--- src/core/oss_pkg.sv ---
// shared constants and types for the octal switch serial control link
package oss_pkg;
   // =========================================
   // word layout
   localparam int OSS_WORD_W = 16;
   localparam int OSS_NCH = 8;
   localparam int OSS_OUT_LSB = 0;
   localparam int OSS_DET_LSB = 8;
   localparam int OSS_MIN_PULSES = 16;
   localparam int OSS_PULSE_STEP = 8;
   localparam logic [15:0] OSS_CMD_RESET = 16'h0000;
   // =========================================
   // timing
   localparam int OSS_PCLK_MHZ = 100;
   localparam int OSS_GAP_US = 300;
   localparam int OSS_GAP_CYC = OSS_GAP_US * OSS_PCLK_MHZ + 1; // strictly more than the gap
   localparam logic [7:0] OSS_SCK_HALF = 8'h06;                // link clock half period is this plus one pclk
   // =========================================
   // host register map (apb byte addresses)
   localparam logic [7:0] OSS_A_CTRL = 8'h00;
   localparam logic [7:0] OSS_A_TXD = 8'h04;
   localparam logic [7:0] OSS_A_RXD = 8'h08;
   localparam logic [7:0] OSS_A_STAT = 8'h0c;
   localparam int OSS_CTRL_GO = 0;
   localparam int OSS_CTRL_EN = 1;
   localparam int OSS_CTRL_LEN_LSB = 8; // frame length in bits, 8 bits wide
   localparam int OSS_STAT_BUSY = 0;
   localparam int OSS_STAT_DONE = 1;
   localparam int OSS_STAT_GAPOK = 2;
   typedef enum logic [1:0] {OSS_H_IDLE = 2'b00, OSS_H_LEAD = 2'b01, OSS_H_SHIFT = 2'b11,
      OSS_H_TAIL = 2'b10} oss_hstate_t;
endpackage

--- src/core/oss_link_if.sv ---
// serial link between controller and switch
`timescale 1ns/1ps
interface oss_link_if;
   logic cs_n;
   logic sclk;
   logic serial_command_input;
   logic sdo_o;
   logic sdo_oe;
   logic enable;
   logic direct_drive_input_five;
   logic direct_drive_input_six;
   modport host (output cs_n, output sclk, output serial_command_input, input sdo_o, input sdo_oe,
      output enable, output direct_drive_input_five, output direct_drive_input_six);
   modport dev (input cs_n, input sclk, input serial_command_input, output sdo_o, output sdo_oe,
      input enable, input direct_drive_input_five, input direct_drive_input_six);
endinterface

--- src/core/oss_host.sv ---
// controller end: apb registers driving the serial link as master
//
// Chosen here: the placing of the registers and the APB register port.
`timescale 1ns/1ps
module oss_host
   import oss_pkg::*;
(
   input wire logic pclk,
   input wire logic presetn,
   input wire logic psel,
   input wire logic penable,
   input wire logic pwrite,
   input wire logic [7:0] paddr,
   input wire logic [31:0] pwdata,
   output logic [31:0] prdata,
   output logic pready,
   output logic pslverr,
   oss_link_if.host link,
   input wire logic pwm_five,
   input wire logic pwm_six
);
   typedef struct packed {
      oss_hstate_t st;
      logic [7:0] len, cnt, div;
      logic [31:0] tx, rx;
      logic en, busy, done;
      logic [31:0] gap;
      logic cs_n, sck, mosi;
      logic [1:0] miso_s;
      logic [31:0] rdata;
      logic rdy, err, d5, d6;
   } oss_host_t;
   oss_host_t s_reg, s_next;
   logic acc;
   assign acc = psel & penable & ~s_reg.rdy;

   // =========================================
   // apb slave and frame engine; one wait state on each access
   always_comb begin
      s_next = s_reg;
      s_next.miso_s = {s_reg.miso_s[0], link.sdo_o & link.sdo_oe};
      s_next.rdy = acc;
      s_next.err = 1'b0;
      s_next.d5 = pwm_five;
      s_next.d6 = pwm_six;
      if (s_reg.gap != 32'h0) begin
         s_next.gap = s_reg.gap - 32'h1;
      end
      // read data and error are prepared in the wait state
      if (acc) begin
         s_next.rdata = 32'h0;
         unique case (paddr)
            OSS_A_CTRL: s_next.rdata = {16'h0, s_reg.len, 6'h0, s_reg.en, 1'b0};
            OSS_A_TXD: s_next.rdata = s_reg.tx;
            OSS_A_RXD: s_next.rdata = s_reg.rx;
            OSS_A_STAT: s_next.rdata = {29'h0, s_reg.gap == 32'h0, s_reg.done, s_reg.busy};
            default: s_next.err = 1'b1;
         endcase
      end
      // writes land only at the edge that sees pready high
      if (psel && penable && pwrite && s_reg.rdy) begin
         if (paddr == OSS_A_CTRL) begin
            s_next.en = pwdata[OSS_CTRL_EN];
            s_next.len = pwdata[OSS_CTRL_LEN_LSB +: 8];
            // a busy link ignores a new start
            if (pwdata[OSS_CTRL_GO] && !s_reg.busy) begin
               s_next.busy = 1'b1;
               s_next.done = 1'b0;
               s_next.st = OSS_H_LEAD;
               s_next.cnt = pwdata[OSS_CTRL_LEN_LSB +: 8];
               s_next.div = OSS_SCK_HALF;
               s_next.cs_n = 1'b0;                                          // sclk already low
            end
         end
         if (paddr == OSS_A_TXD && !s_reg.busy) begin
            s_next.tx = pwdata;
         end
      end
      // link sequencing: msb of the frame sits at tx bit len-1
      if (s_reg.st != OSS_H_IDLE) begin
         if (s_reg.div != 8'h00) begin
            s_next.div = s_reg.div - 8'h01;
         end else begin
            s_next.div = OSS_SCK_HALF;
            unique case (s_reg.st)
               OSS_H_LEAD: begin
                  s_next.mosi = s_reg.tx[s_reg.cnt[4:0] - 5'h1];
                  s_next.sck = 1'b1;
                  s_next.st = OSS_H_SHIFT;
               end
               OSS_H_SHIFT: begin
                  if (s_reg.sck) begin
                     // device samples on this fall; we take its bit here too
                     s_next.sck = 1'b0;
                     s_next.rx = {s_reg.rx[30:0], s_reg.miso_s[1]};
                     s_next.cnt = s_reg.cnt - 8'h01;
                     if (s_reg.cnt == 8'h01) begin
                        s_next.st = OSS_H_TAIL;
                     end
                  end else begin
                     s_next.mosi = s_reg.tx[s_reg.cnt[4:0] - 5'h1];
                     s_next.sck = 1'b1;
                  end
               end
               OSS_H_TAIL: begin
                  s_next.cs_n = 1'b1;                                       // sclk low at rise
                  s_next.busy = 1'b0;
                  s_next.done = 1'b1;
                  s_next.gap = 32'(OSS_GAP_CYC);
                  s_next.st = OSS_H_IDLE;
               end
               default: s_next.st = OSS_H_IDLE;
            endcase
         end
      end
   end

   // =========================================
   // state register
   always_ff @(posedge pclk or negedge presetn) begin
      if (!presetn) begin
         s_reg <= '0;
         s_reg.cs_n <= 1'b1;
         s_reg.st <= OSS_H_IDLE;
      end else begin
         s_reg <= s_next;
      end
   end

   assign prdata = s_reg.rdata;
   assign pready = s_reg.rdy;
   assign pslverr = s_reg.err;
   assign link.cs_n = s_reg.cs_n;
   assign link.sclk = s_reg.sck;
   assign link.serial_command_input = s_reg.mosi;
   assign link.enable = s_reg.en;
   assign link.direct_drive_input_five = s_reg.d5;
   assign link.direct_drive_input_six = s_reg.d6;
endmodule

--- src/flat_wrapper.sv ---
// flat-port wrapper written by rule: the top's interface ports become plain ports
module oss_host_flat import oss_pkg::*;
  (pclk, presetn, psel, penable, pwrite, paddr, pwdata, prdata, pready, pslverr, pwm_five, pwm_six, link_cs_n, link_sclk, link_serial_command_input, link_sdo_o, link_sdo_oe, link_enable, link_direct_drive_input_five, link_direct_drive_input_six);
  oss_link_if link_i ();
  input wire logic pclk;
  input wire logic presetn;
  input wire logic psel;
  input wire logic penable;
  input wire logic pwrite;
  input wire logic [7:0] paddr;
  input wire logic [31:0] pwdata;
  output logic [31:0] prdata;
  output logic pready;
  output logic pslverr;
  input wire logic pwm_five;
  input wire logic pwm_six;
  output wire logic [$bits(link_i.cs_n)-1:0] link_cs_n;
  output wire logic [$bits(link_i.sclk)-1:0] link_sclk;
  output wire logic [$bits(link_i.serial_command_input)-1:0] link_serial_command_input;
  input wire logic [$bits(link_i.sdo_o)-1:0] link_sdo_o;
  input wire logic [$bits(link_i.sdo_oe)-1:0] link_sdo_oe;
  output wire logic [$bits(link_i.enable)-1:0] link_enable;
  output wire logic [$bits(link_i.direct_drive_input_five)-1:0] link_direct_drive_input_five;
  output wire logic [$bits(link_i.direct_drive_input_six)-1:0] link_direct_drive_input_six;
  assign link_cs_n = link_i.cs_n;
  assign link_sclk = link_i.sclk;
  assign link_serial_command_input = link_i.serial_command_input;
  assign link_i.sdo_o = link_sdo_o;
  assign link_i.sdo_oe = link_sdo_oe;
  assign link_enable = link_i.enable;
  assign link_direct_drive_input_five = link_i.direct_drive_input_five;
  assign link_direct_drive_input_six = link_i.direct_drive_input_six;
  oss_host u_core (.pclk(pclk), .presetn(presetn), .psel(psel), .penable(penable), .pwrite(pwrite), .paddr(paddr), .pwdata(pwdata), .prdata(prdata), .pready(pready), .pslverr(pslverr), .link(link_i), .pwm_five(pwm_five), .pwm_six(pwm_six));
endmodule
--- config.mk ---
export PLATFORM = sky130hd
export DESIGN_NAME = oss_host_flat
export DESIGN_NICKNAME = d
export VERILOG_FILES = /design/src/core/oss_pkg.sv /design/src/core/oss_link_if.sv /design/src/core/oss_host.sv /design/src/flat_wrapper.sv
export SDC_FILE = /design/constraint.sdc
export NUM_CORES = 1
export LEC_CHECK = 0
export BUFFER_PORTS_ARGS = -buffer_cell sky130_fd_sc_hd__buf_4
export CAP_MARGIN = 20
export CELL_PAD_IN_SITES_DETAIL_PLACEMENT = 0
export CELL_PAD_IN_SITES_GLOBAL_PLACEMENT = 1
export CORE_MARGIN = 1
export CORE_UTILIZATION = 49
export CTS_CLUSTER_DIAMETER = 200
export DETAILED_ROUTE_END_ITERATION = 8
export PLACE_DENSITY = 0.82
export SLEW_MARGIN = 15
export SYNTH_ARGS = -nofsm -noshare
export SYNTH_HDL_FRONTEND = slang
export SYNTH_SLANG_ARGS = --single-unit
--- constraint.sdc ---
create_clock -name pclk -period 6.4 [get_ports pclk]
set_input_delay 0.64 -clock pclk [delete_from_list [all_inputs] [get_ports pclk]]
set_output_delay 0.64 -clock pclk [all_outputs]
set_load 0.005 [all_outputs]
==> results of run 1 <==
## Yosys cell counts, drive strengths merged (14+ instances only)
cell    number
clkbuf      27
or4         14
dfrtp      165
nand2      172
mux2        44
inv         14
a22oi       21
mux2i       16
o21ai       52
a21oi       30
buf         47
nor2        39
nor3        15
## power groups by stage
stage          Combinational, uW  Sequential [uW]  Clock (uW)
4_1_cts                     69.6             1050        1170
6_report                    67.2             1050        1150
2_1_floorplan               13.3             1070           0
3_5_place_dp                69.4             1070           0
3_3_place_gp                68.6             1070           0
5_1_grt                     75.2             1050        1210
## path summary, 6_finish.rpt
check                             startpoint                             endpoint  slack (ps)  cells past startpoint
setup / recovery           u_core.s_reg[148]     u_core.link.serial_command_input        3150                      7
hold / removal                       presetn                    u_core.prdata[29]         300                      1
setup reg to reg           u_core.s_reg[148]     u_core.link.serial_command_input        3150                      7
hold reg to reg            u_core.s_next[37]                     u_core.s_reg[37]         350                      0
max in group asynchronous            presetn                    u_core.prdata[11]        4740                      2
min in group pclk                   pwm_five  u_core.link.direct_drive_input_five         320                      1
## stage by stage
stage,worst slack [ps],hold WS [ps],util (%)
after detailed placement,3150,339,54.1
after CTS,3160,299,58.2
after global routing,2980,295,58.4
after floorplan,3370,331,-
after global placement,3260,335,54.0
final,3150,300,58.4
## layout make-up
cell class,count,share of cell area [%]
multi-input combinational,551,36.8
timing repair buffer,96,7.99
tap,216,2.90
clock inverter,9,2.12
sequential,166,44.6
inverter,14,0.564
clock buffer,22,4.98
## cell families after synthesis
kind of cell             synth area share, %
adder cells (fa/ha/maj)                0.623
AO/OA/AOI/OAI                           11.3
buffers and inverters                   5.78
flip-flops                              51.8
AND/OR/NAND/NOR                         18.8
XOR/XNOR                                1.64
multiplexers                            10.1
## worst reg2reg max path, cell delays in order, from the launching register on
cell,delay (ps)
dfrtp_1,650
inv_1,190
ha_1,300
xnor2_1,430
mux4_2,570
mux2_2,280
mux4_2,450
mux2_2,270
## layer usage
layer,track usage [%],part of all wire [%],vias to the layer above
li1,-,-,2890
met1,31.1,43,3054
met2,41.1,51,151
met3,4.92,5.2,12
met4,6.70,0.74,0
met5,0,0,-
==> metrics.md, run 1 <==
| Metric | Value |
|---|---|
| Total congestion overflow | 0 |
| RSZ-0062 raised after global routing | no |
| Mapped cell area | 0.00803 mm^2 |
| Final HPWL DP | 13000 um |
| Vias/cell | 5.69 |
| Peak VDD IR | 0.000194 V |
| Number of synthesized register bits | 166 |
| Row count | 46 |
| Max stage delay on crit path | 650 ps |
| Vias in the first global route | 5995 |
| Post-place instance area | 0.00862 mm^2 |
| Maximum fanout along the worst path | 12 |
| Endpoints failing setup | 0 |
| PortBufs | 88 |
| Pre-antenna DRT Iters | 5 |
| Final wirelength | 18800 um |
| Clock root buffer | clkbuf_16 |
| Core area | 0.0159 mm^2 |
| Multi-input logic area | 0.00343 mm^2 |
| Routed Antenna Nets | 0 |
| Pin count of the biggest net entering global routing | 106 |
| Sw frac | 19.5% |
| Hold Path Class | input pin to async pin |
| Global-route wire length before repair | 30900 um |
| Num ports | 89 |
| Outcome | finished clean |
| Max Cap Violations | 0 |
| Synth area leaders | dfrtp_1, nand2_1, mux2_2, o21ai_0, buf_4 |
| Most common cell after layout, fill and taps aside | nand2_1 |
| Hold_buf cts | 0 |
| Post-CTS Repair Setup Buffers | 0 |
| Initial Util | 50.4% |
| Placed Cells | 1042 |
| Internal power | 1830 uW |
| CTS buffer count | 17 |
| Fmax | 308 MHz |
| Die Wd | 130 um |
| Main flop type after synthesis | dfrtp_1 |
| Top cell type by total area after synthesis | dfrtp_1 |
| NetSw | 442 uW |
| Total negative slack | 0 ps |
| CTS Buffer Depth | 2 |
| FF+latch area | 0.00416 mm^2 |
| H-tree levels | 4 |
| Sequential Power Share | 46.4% |
| Fin crit share | 50.8% |
| Post-route DRC violation count | 0 |
| Clock slew at reported path FFs | 60 ps |
| Post-Synthesis Cells | 805 |
| Register area share after synthesis | 51.8% |
| Worst Path Arrival | 3560 ps |
| Post-synth net total | 858 |
| DR vias | 6107 |
| Worst path slowest cell | dfrtp_1 |
| Power Total | 2270 uW |
| Average size of a mapped cell | 9.97 um^2 |
| Skew final | 5.85 ps |
| Final Hold Vio Count | 0 |
| Die area | 0.0169 mm^2 |
| Post-synth EDFFs | 0 |
| Post-Layout Cell Count | 1074 |
| Least-Margin Pin Slew | 1000 ps |
| Leakage | 0.00452 uW |
| CTS resizes | 0 |
| Clk sinks | 166 |
| Nets | 899 |
| Crit end category | register |
| Critical path data required time | 6710 ps |
| Clock share of power | 50.6% |
| Final GP Congestion | 0.854 |
| Area Overhead vs Synth | 16.0% |
| CP top delay family | multiplexers |
| Most frequent cells in the layout | nand2_1, dfrtp_1, buf_4 |
| Post-route cell area | 0.00931 mm^2 |
| Share of the synthesized area in the top cell type | 51.4% |
| Yosys warning total | 0 |
| Die Y | 130 um |
| P per Cell Area | 244 mW/mm^2 |
| Comb power frac | 3.0% |
| CTS tree | yes |
| Number of diodes | 0 |
| Max reg flops | 125 |
| Asr flop ratio synth | 100% |
| Fillers | 1344 |
| Max-slew violation count | 0 |
| Buffers & Inverters on Critical Path | 1 |
| Crit start category | register |
| Relative slew slack | 33.1% |
| Initial antenna violation count | 0 |
| Tmin final | 3250 ps |
| Cells along the critical path | inv_1 > ha_1 > xnor2_1 > mux4_2 > mux2_2 > mux4_2 > mux2_2 |
| Initial drt markers | 436 |
| Average routed wire per standard cell | 17.5 um |
| Share of cells above drive strength 1 | 22.1% |
| Gr usage total | 24.1% |
| Critical path class | register to register |
| Clk_lat worst skew | 420 ps |
| Synth cell types | 57 |
Note: power is estimated with default switching activity, not from simulation.
==> run 2, diff against run 1 <==
Settings changed: CORE_UTILIZATION 49 to 46, PLACE_DENSITY 0.82 to 0.78.
Clock period 6.4 ns to 3.1 ns, I/O delays scaled along.
==> run 2 against run 1 <==
Register-to-register slack got worse by 2800 ps. Hold slack got worse by 210 ps. Worst setup slack lost 2800 ps. Utilization down 2.1 points. Largest power group unchanged. Count of clock-buffer cells in the layout fell by 3. Final cell count is 2.0% higher. First-iteration DRC count is 17% lower. Wire length rose by 1.5%. Critical endpoint is now u_core.s_reg[154]. Highest routed layer unchanged. Fmax up 19%. Clock skew up 1.2 ps.
==> metrics.md, run 2 (synthesized netlist as in run 1, its figures left out) <==
| Metric | Value |
|---|---|
| Maximum fanout along the worst path | 8 (was 12) |
| Outcome | finished clean (unchanged) |
| Crit start category | register (unchanged) |
| Comb power frac | 3.0% (about the same) |
| Tmin final | 2730 ps (was 3250 ps) |
| Clock root buffer | clkbuf_16 (unchanged) |
| Final Hold Vio Count | 0 (unchanged) |
| Share of cells above drive strength 1 | 23.6% (was 22.1%) |
| Crit end category | register (unchanged) |
| Least-Margin Pin Slew | 719 ps (was 1000 ps) |
| Hold_ws | 91.3 ps (was 300 ps) |
| Vias in the first global route | 6057 (was 5995) |
| Post-route cell area | 0.00948 mm^2 (was 0.00931 mm^2) |
| Gr usage total | 22.7% (was 24.1%) |
| Initial Util | 47.7% (was 50.4%) |
| Max stage delay on crit path | 680 ps (was 650 ps) |
| Worst path slowest cell | nor4_1 (was dfrtp_1) |
| Num ports | 89 (unchanged) |
| Post-route DRC violation count | 0 (unchanged) |
| Most frequent cells in the layout | nand2_1, dfrtp_1, buf_4 (unchanged) |
| Vias/cell | 5.65 (was 5.69) |
| Global-route wire length before repair | 31600 um (was 30900 um) |
| CTS tree | yes (unchanged) |
| Final HPWL DP | 13500 um (was 13000 um) |
| CTS Buffer Depth | 2 (unchanged) |
| DR vias | 6191 (was 6107) |
| Met1 Usage GRT | 31.0% (was 31.1%) |
| CTS buffer count | 17 (unchanged) |
| Relative slew slack | 52.0% (was 33.1%) |
| Average routed wire per standard cell | 17.4 um (was 17.5 um) |
| GRT Max-Usage Layer | met2 (unchanged) |
| Hold Path Class | input pin to register (was input pin to async pin) |
| Routed Antenna Nets | 0 (unchanged) |
| Skew final | 7.04 ps (was 5.85 ps) |
| Total congestion overflow | 0 (unchanged) |
| Sw frac | 19.6% (was 19.5%) |
| Buffers & Inverters on Critical Path | 1 (unchanged) |
| Initial drt markers | 362 (was 436) |
| Row count | 47 (was 46) |
| Pin count of the biggest net entering global routing | 76 (was 106) |
| Max reg flops | 125 (unchanged) |
| Sequential Power Share | 45.5% (was 46.4%) |
| M2 GR Usage | 36.8% (was 41.1%) |
| Worst Path Arrival | 3070 ps (was 3560 ps) |
| Fmax | 366 MHz (was 308 MHz) |
| Critical path class | register to register (unchanged) |
| Clock slew at reported path FFs | 60 ps (about the same) |
| RSZ-0062 raised after global routing | no (unchanged) |
| Clock share of power | 51.5% (was 50.6%) |
| Leakage | 0.00462 uW (was 0.00452 uW) |
| P per Cell Area | 504 mW/mm^2 (was 244 mW/mm^2) |
| Max-slew violation count | 0 (unchanged) |
| Endpoints failing setup | 0 (unchanged) |
| NetSw | 935 uW (was 442 uW) |
| Area Overhead vs Synth | 18.1% (was 16.0%) |
| Final wirelength | 19100 um (was 18800 um) |
| Clk_lat worst skew | 420 ps (about the same) |
| Initial antenna violation count | 0 (unchanged) |
| Pre-antenna DRT Iters | 5 (unchanged) |
| CP top delay family | simple AND/OR/NAND/NOR gates (was multiplexers) |
| Number of diodes | 0 (unchanged) |
| Nets | 916 (was 899) |
| Clk sinks | 166 (unchanged) |
| Critical path data required time | 3440 ps (was 6710 ps) |
| Post-place instance area | 0.00875 mm^2 (was 0.00862 mm^2) |
| Final GP Congestion | 0.829 (was 0.854) |
| Die Y | 134 um (was 130 um) |
| Die Wd | 134 um (was 130 um) |
| Max Cap Violations | 0 (unchanged) |
| Grt met3 use | 4.80% (was 4.92%) |
| Die area | 0.0180 mm^2 (was 0.0169 mm^2) |
| Post-CTS Repair Setup Buffers | 0 (unchanged) |
| Core area | 0.0168 mm^2 (was 0.0159 mm^2) |
| Cells along the critical path | inv_1 > ha_1 > or4b_1 > nor4_1 > a21oi_1 > a211o_1 > a2bb2oi_1 (was inv_1 > ha_1 > xnor2_1 > mux4_2 > mux2_2 > mux4_2 > mux2_2) |
| Peak VDD IR | 0.000438 V (was 0.000194 V) |
| Internal power | 3840 uW (was 1830 uW) |
| Most common cell after layout, fill and taps aside | nand2_1 (unchanged) |
| PortBufs | 88 (unchanged) |
| Fin crit share | 88.1% (was 50.8%) |
| Total negative slack | 0 ps (unchanged) |
| H-tree levels | 4 (unchanged) |
==> run 2: cell types whose count changed in the layout (fill, tap and decap cells not counted) <==
cell / before / now
buf_16: 1 / 0
buf_12: 0 / 1
clkinv_2: 2 / 3
clkinvlp_4: 1 / 0
clkbuf_8: 2 / 1
clkinv_4: 0 / 3
bufinv_16: 6 / 7
buf_4: 94 / 108
clkbuf_1: 3 / 1
dlygate4sd3_1: 0 / 3
==> run 2: routing by layer <==
| layer | vias to the layer above | wire length [um] |
|---|---|---|
| li1 | 2912 | - |
| met2 | 174 | 9240 |
| met5 | - | 0 |
| met3 | 17 | 834 |
| met4 | 0 | 157 |
| met1 | 3088 | 8870 |
==> run 2: worst paths after layout <==
kind                                   start                 end  slack [ps]  depth (start not counted)
max in group asynchronous            presetn  u_core.link.enable        1680                          3
min reg2reg                u_core.s_next[37]    u_core.s_reg[37]         370                          0
min                              link_sdo_oe   u_core.s_next[37]          90                          2
max                        u_core.s_reg[140]   u_core.s_reg[154]         370                          7
max reg2reg                u_core.s_reg[140]   u_core.s_reg[154]         370                          7
min in group asynchronous            presetn   u_core.prdata[28]         480                          2
==> run 2: through the flow <==
stage	setup WS [ps]	power, uW	std cells	util, %
6_report	368	4780	1096	56.4
5_1_grt	147	4940	1096	56.4
4_1_cts	392	4820	1096	56.4
3_5_place_dp	396	2360	1061	52.1
3_3_place_gp	458	2360	1061	52.1
2_1_floorplan	70.9	2240	805	-
==> run 2: layout make-up <==
type | count | area (um^2)
fill | 1478 | 7340
sequential | 166 | 4160
multi-input combinational | 551 | 3430
timing repair buffer | 113 | 872
clock buffer | 19 | 443
tap | 220 | 275
clock inverter | 13 | 251
inverter | 14 | 52.6
==> run 2: power groups by stage <==
stage | sequential, uW | combinational (uW) | clock [uW]
floorplan | 2210 | 27.5 | 0
global placement | 2210 | 142 | 0
detailed placement | 2210 | 144 | 0
CTS | 2170 | 148 | 2500
global route | 2170 | 161 | 2610
finish | 2170 | 144 | 2460
==> run 2: repair_timing <==
action	in CTS	in global routing
gates resized for setup	0	0
hold buffers	3	0
endpoints found under the hold margin	74	0
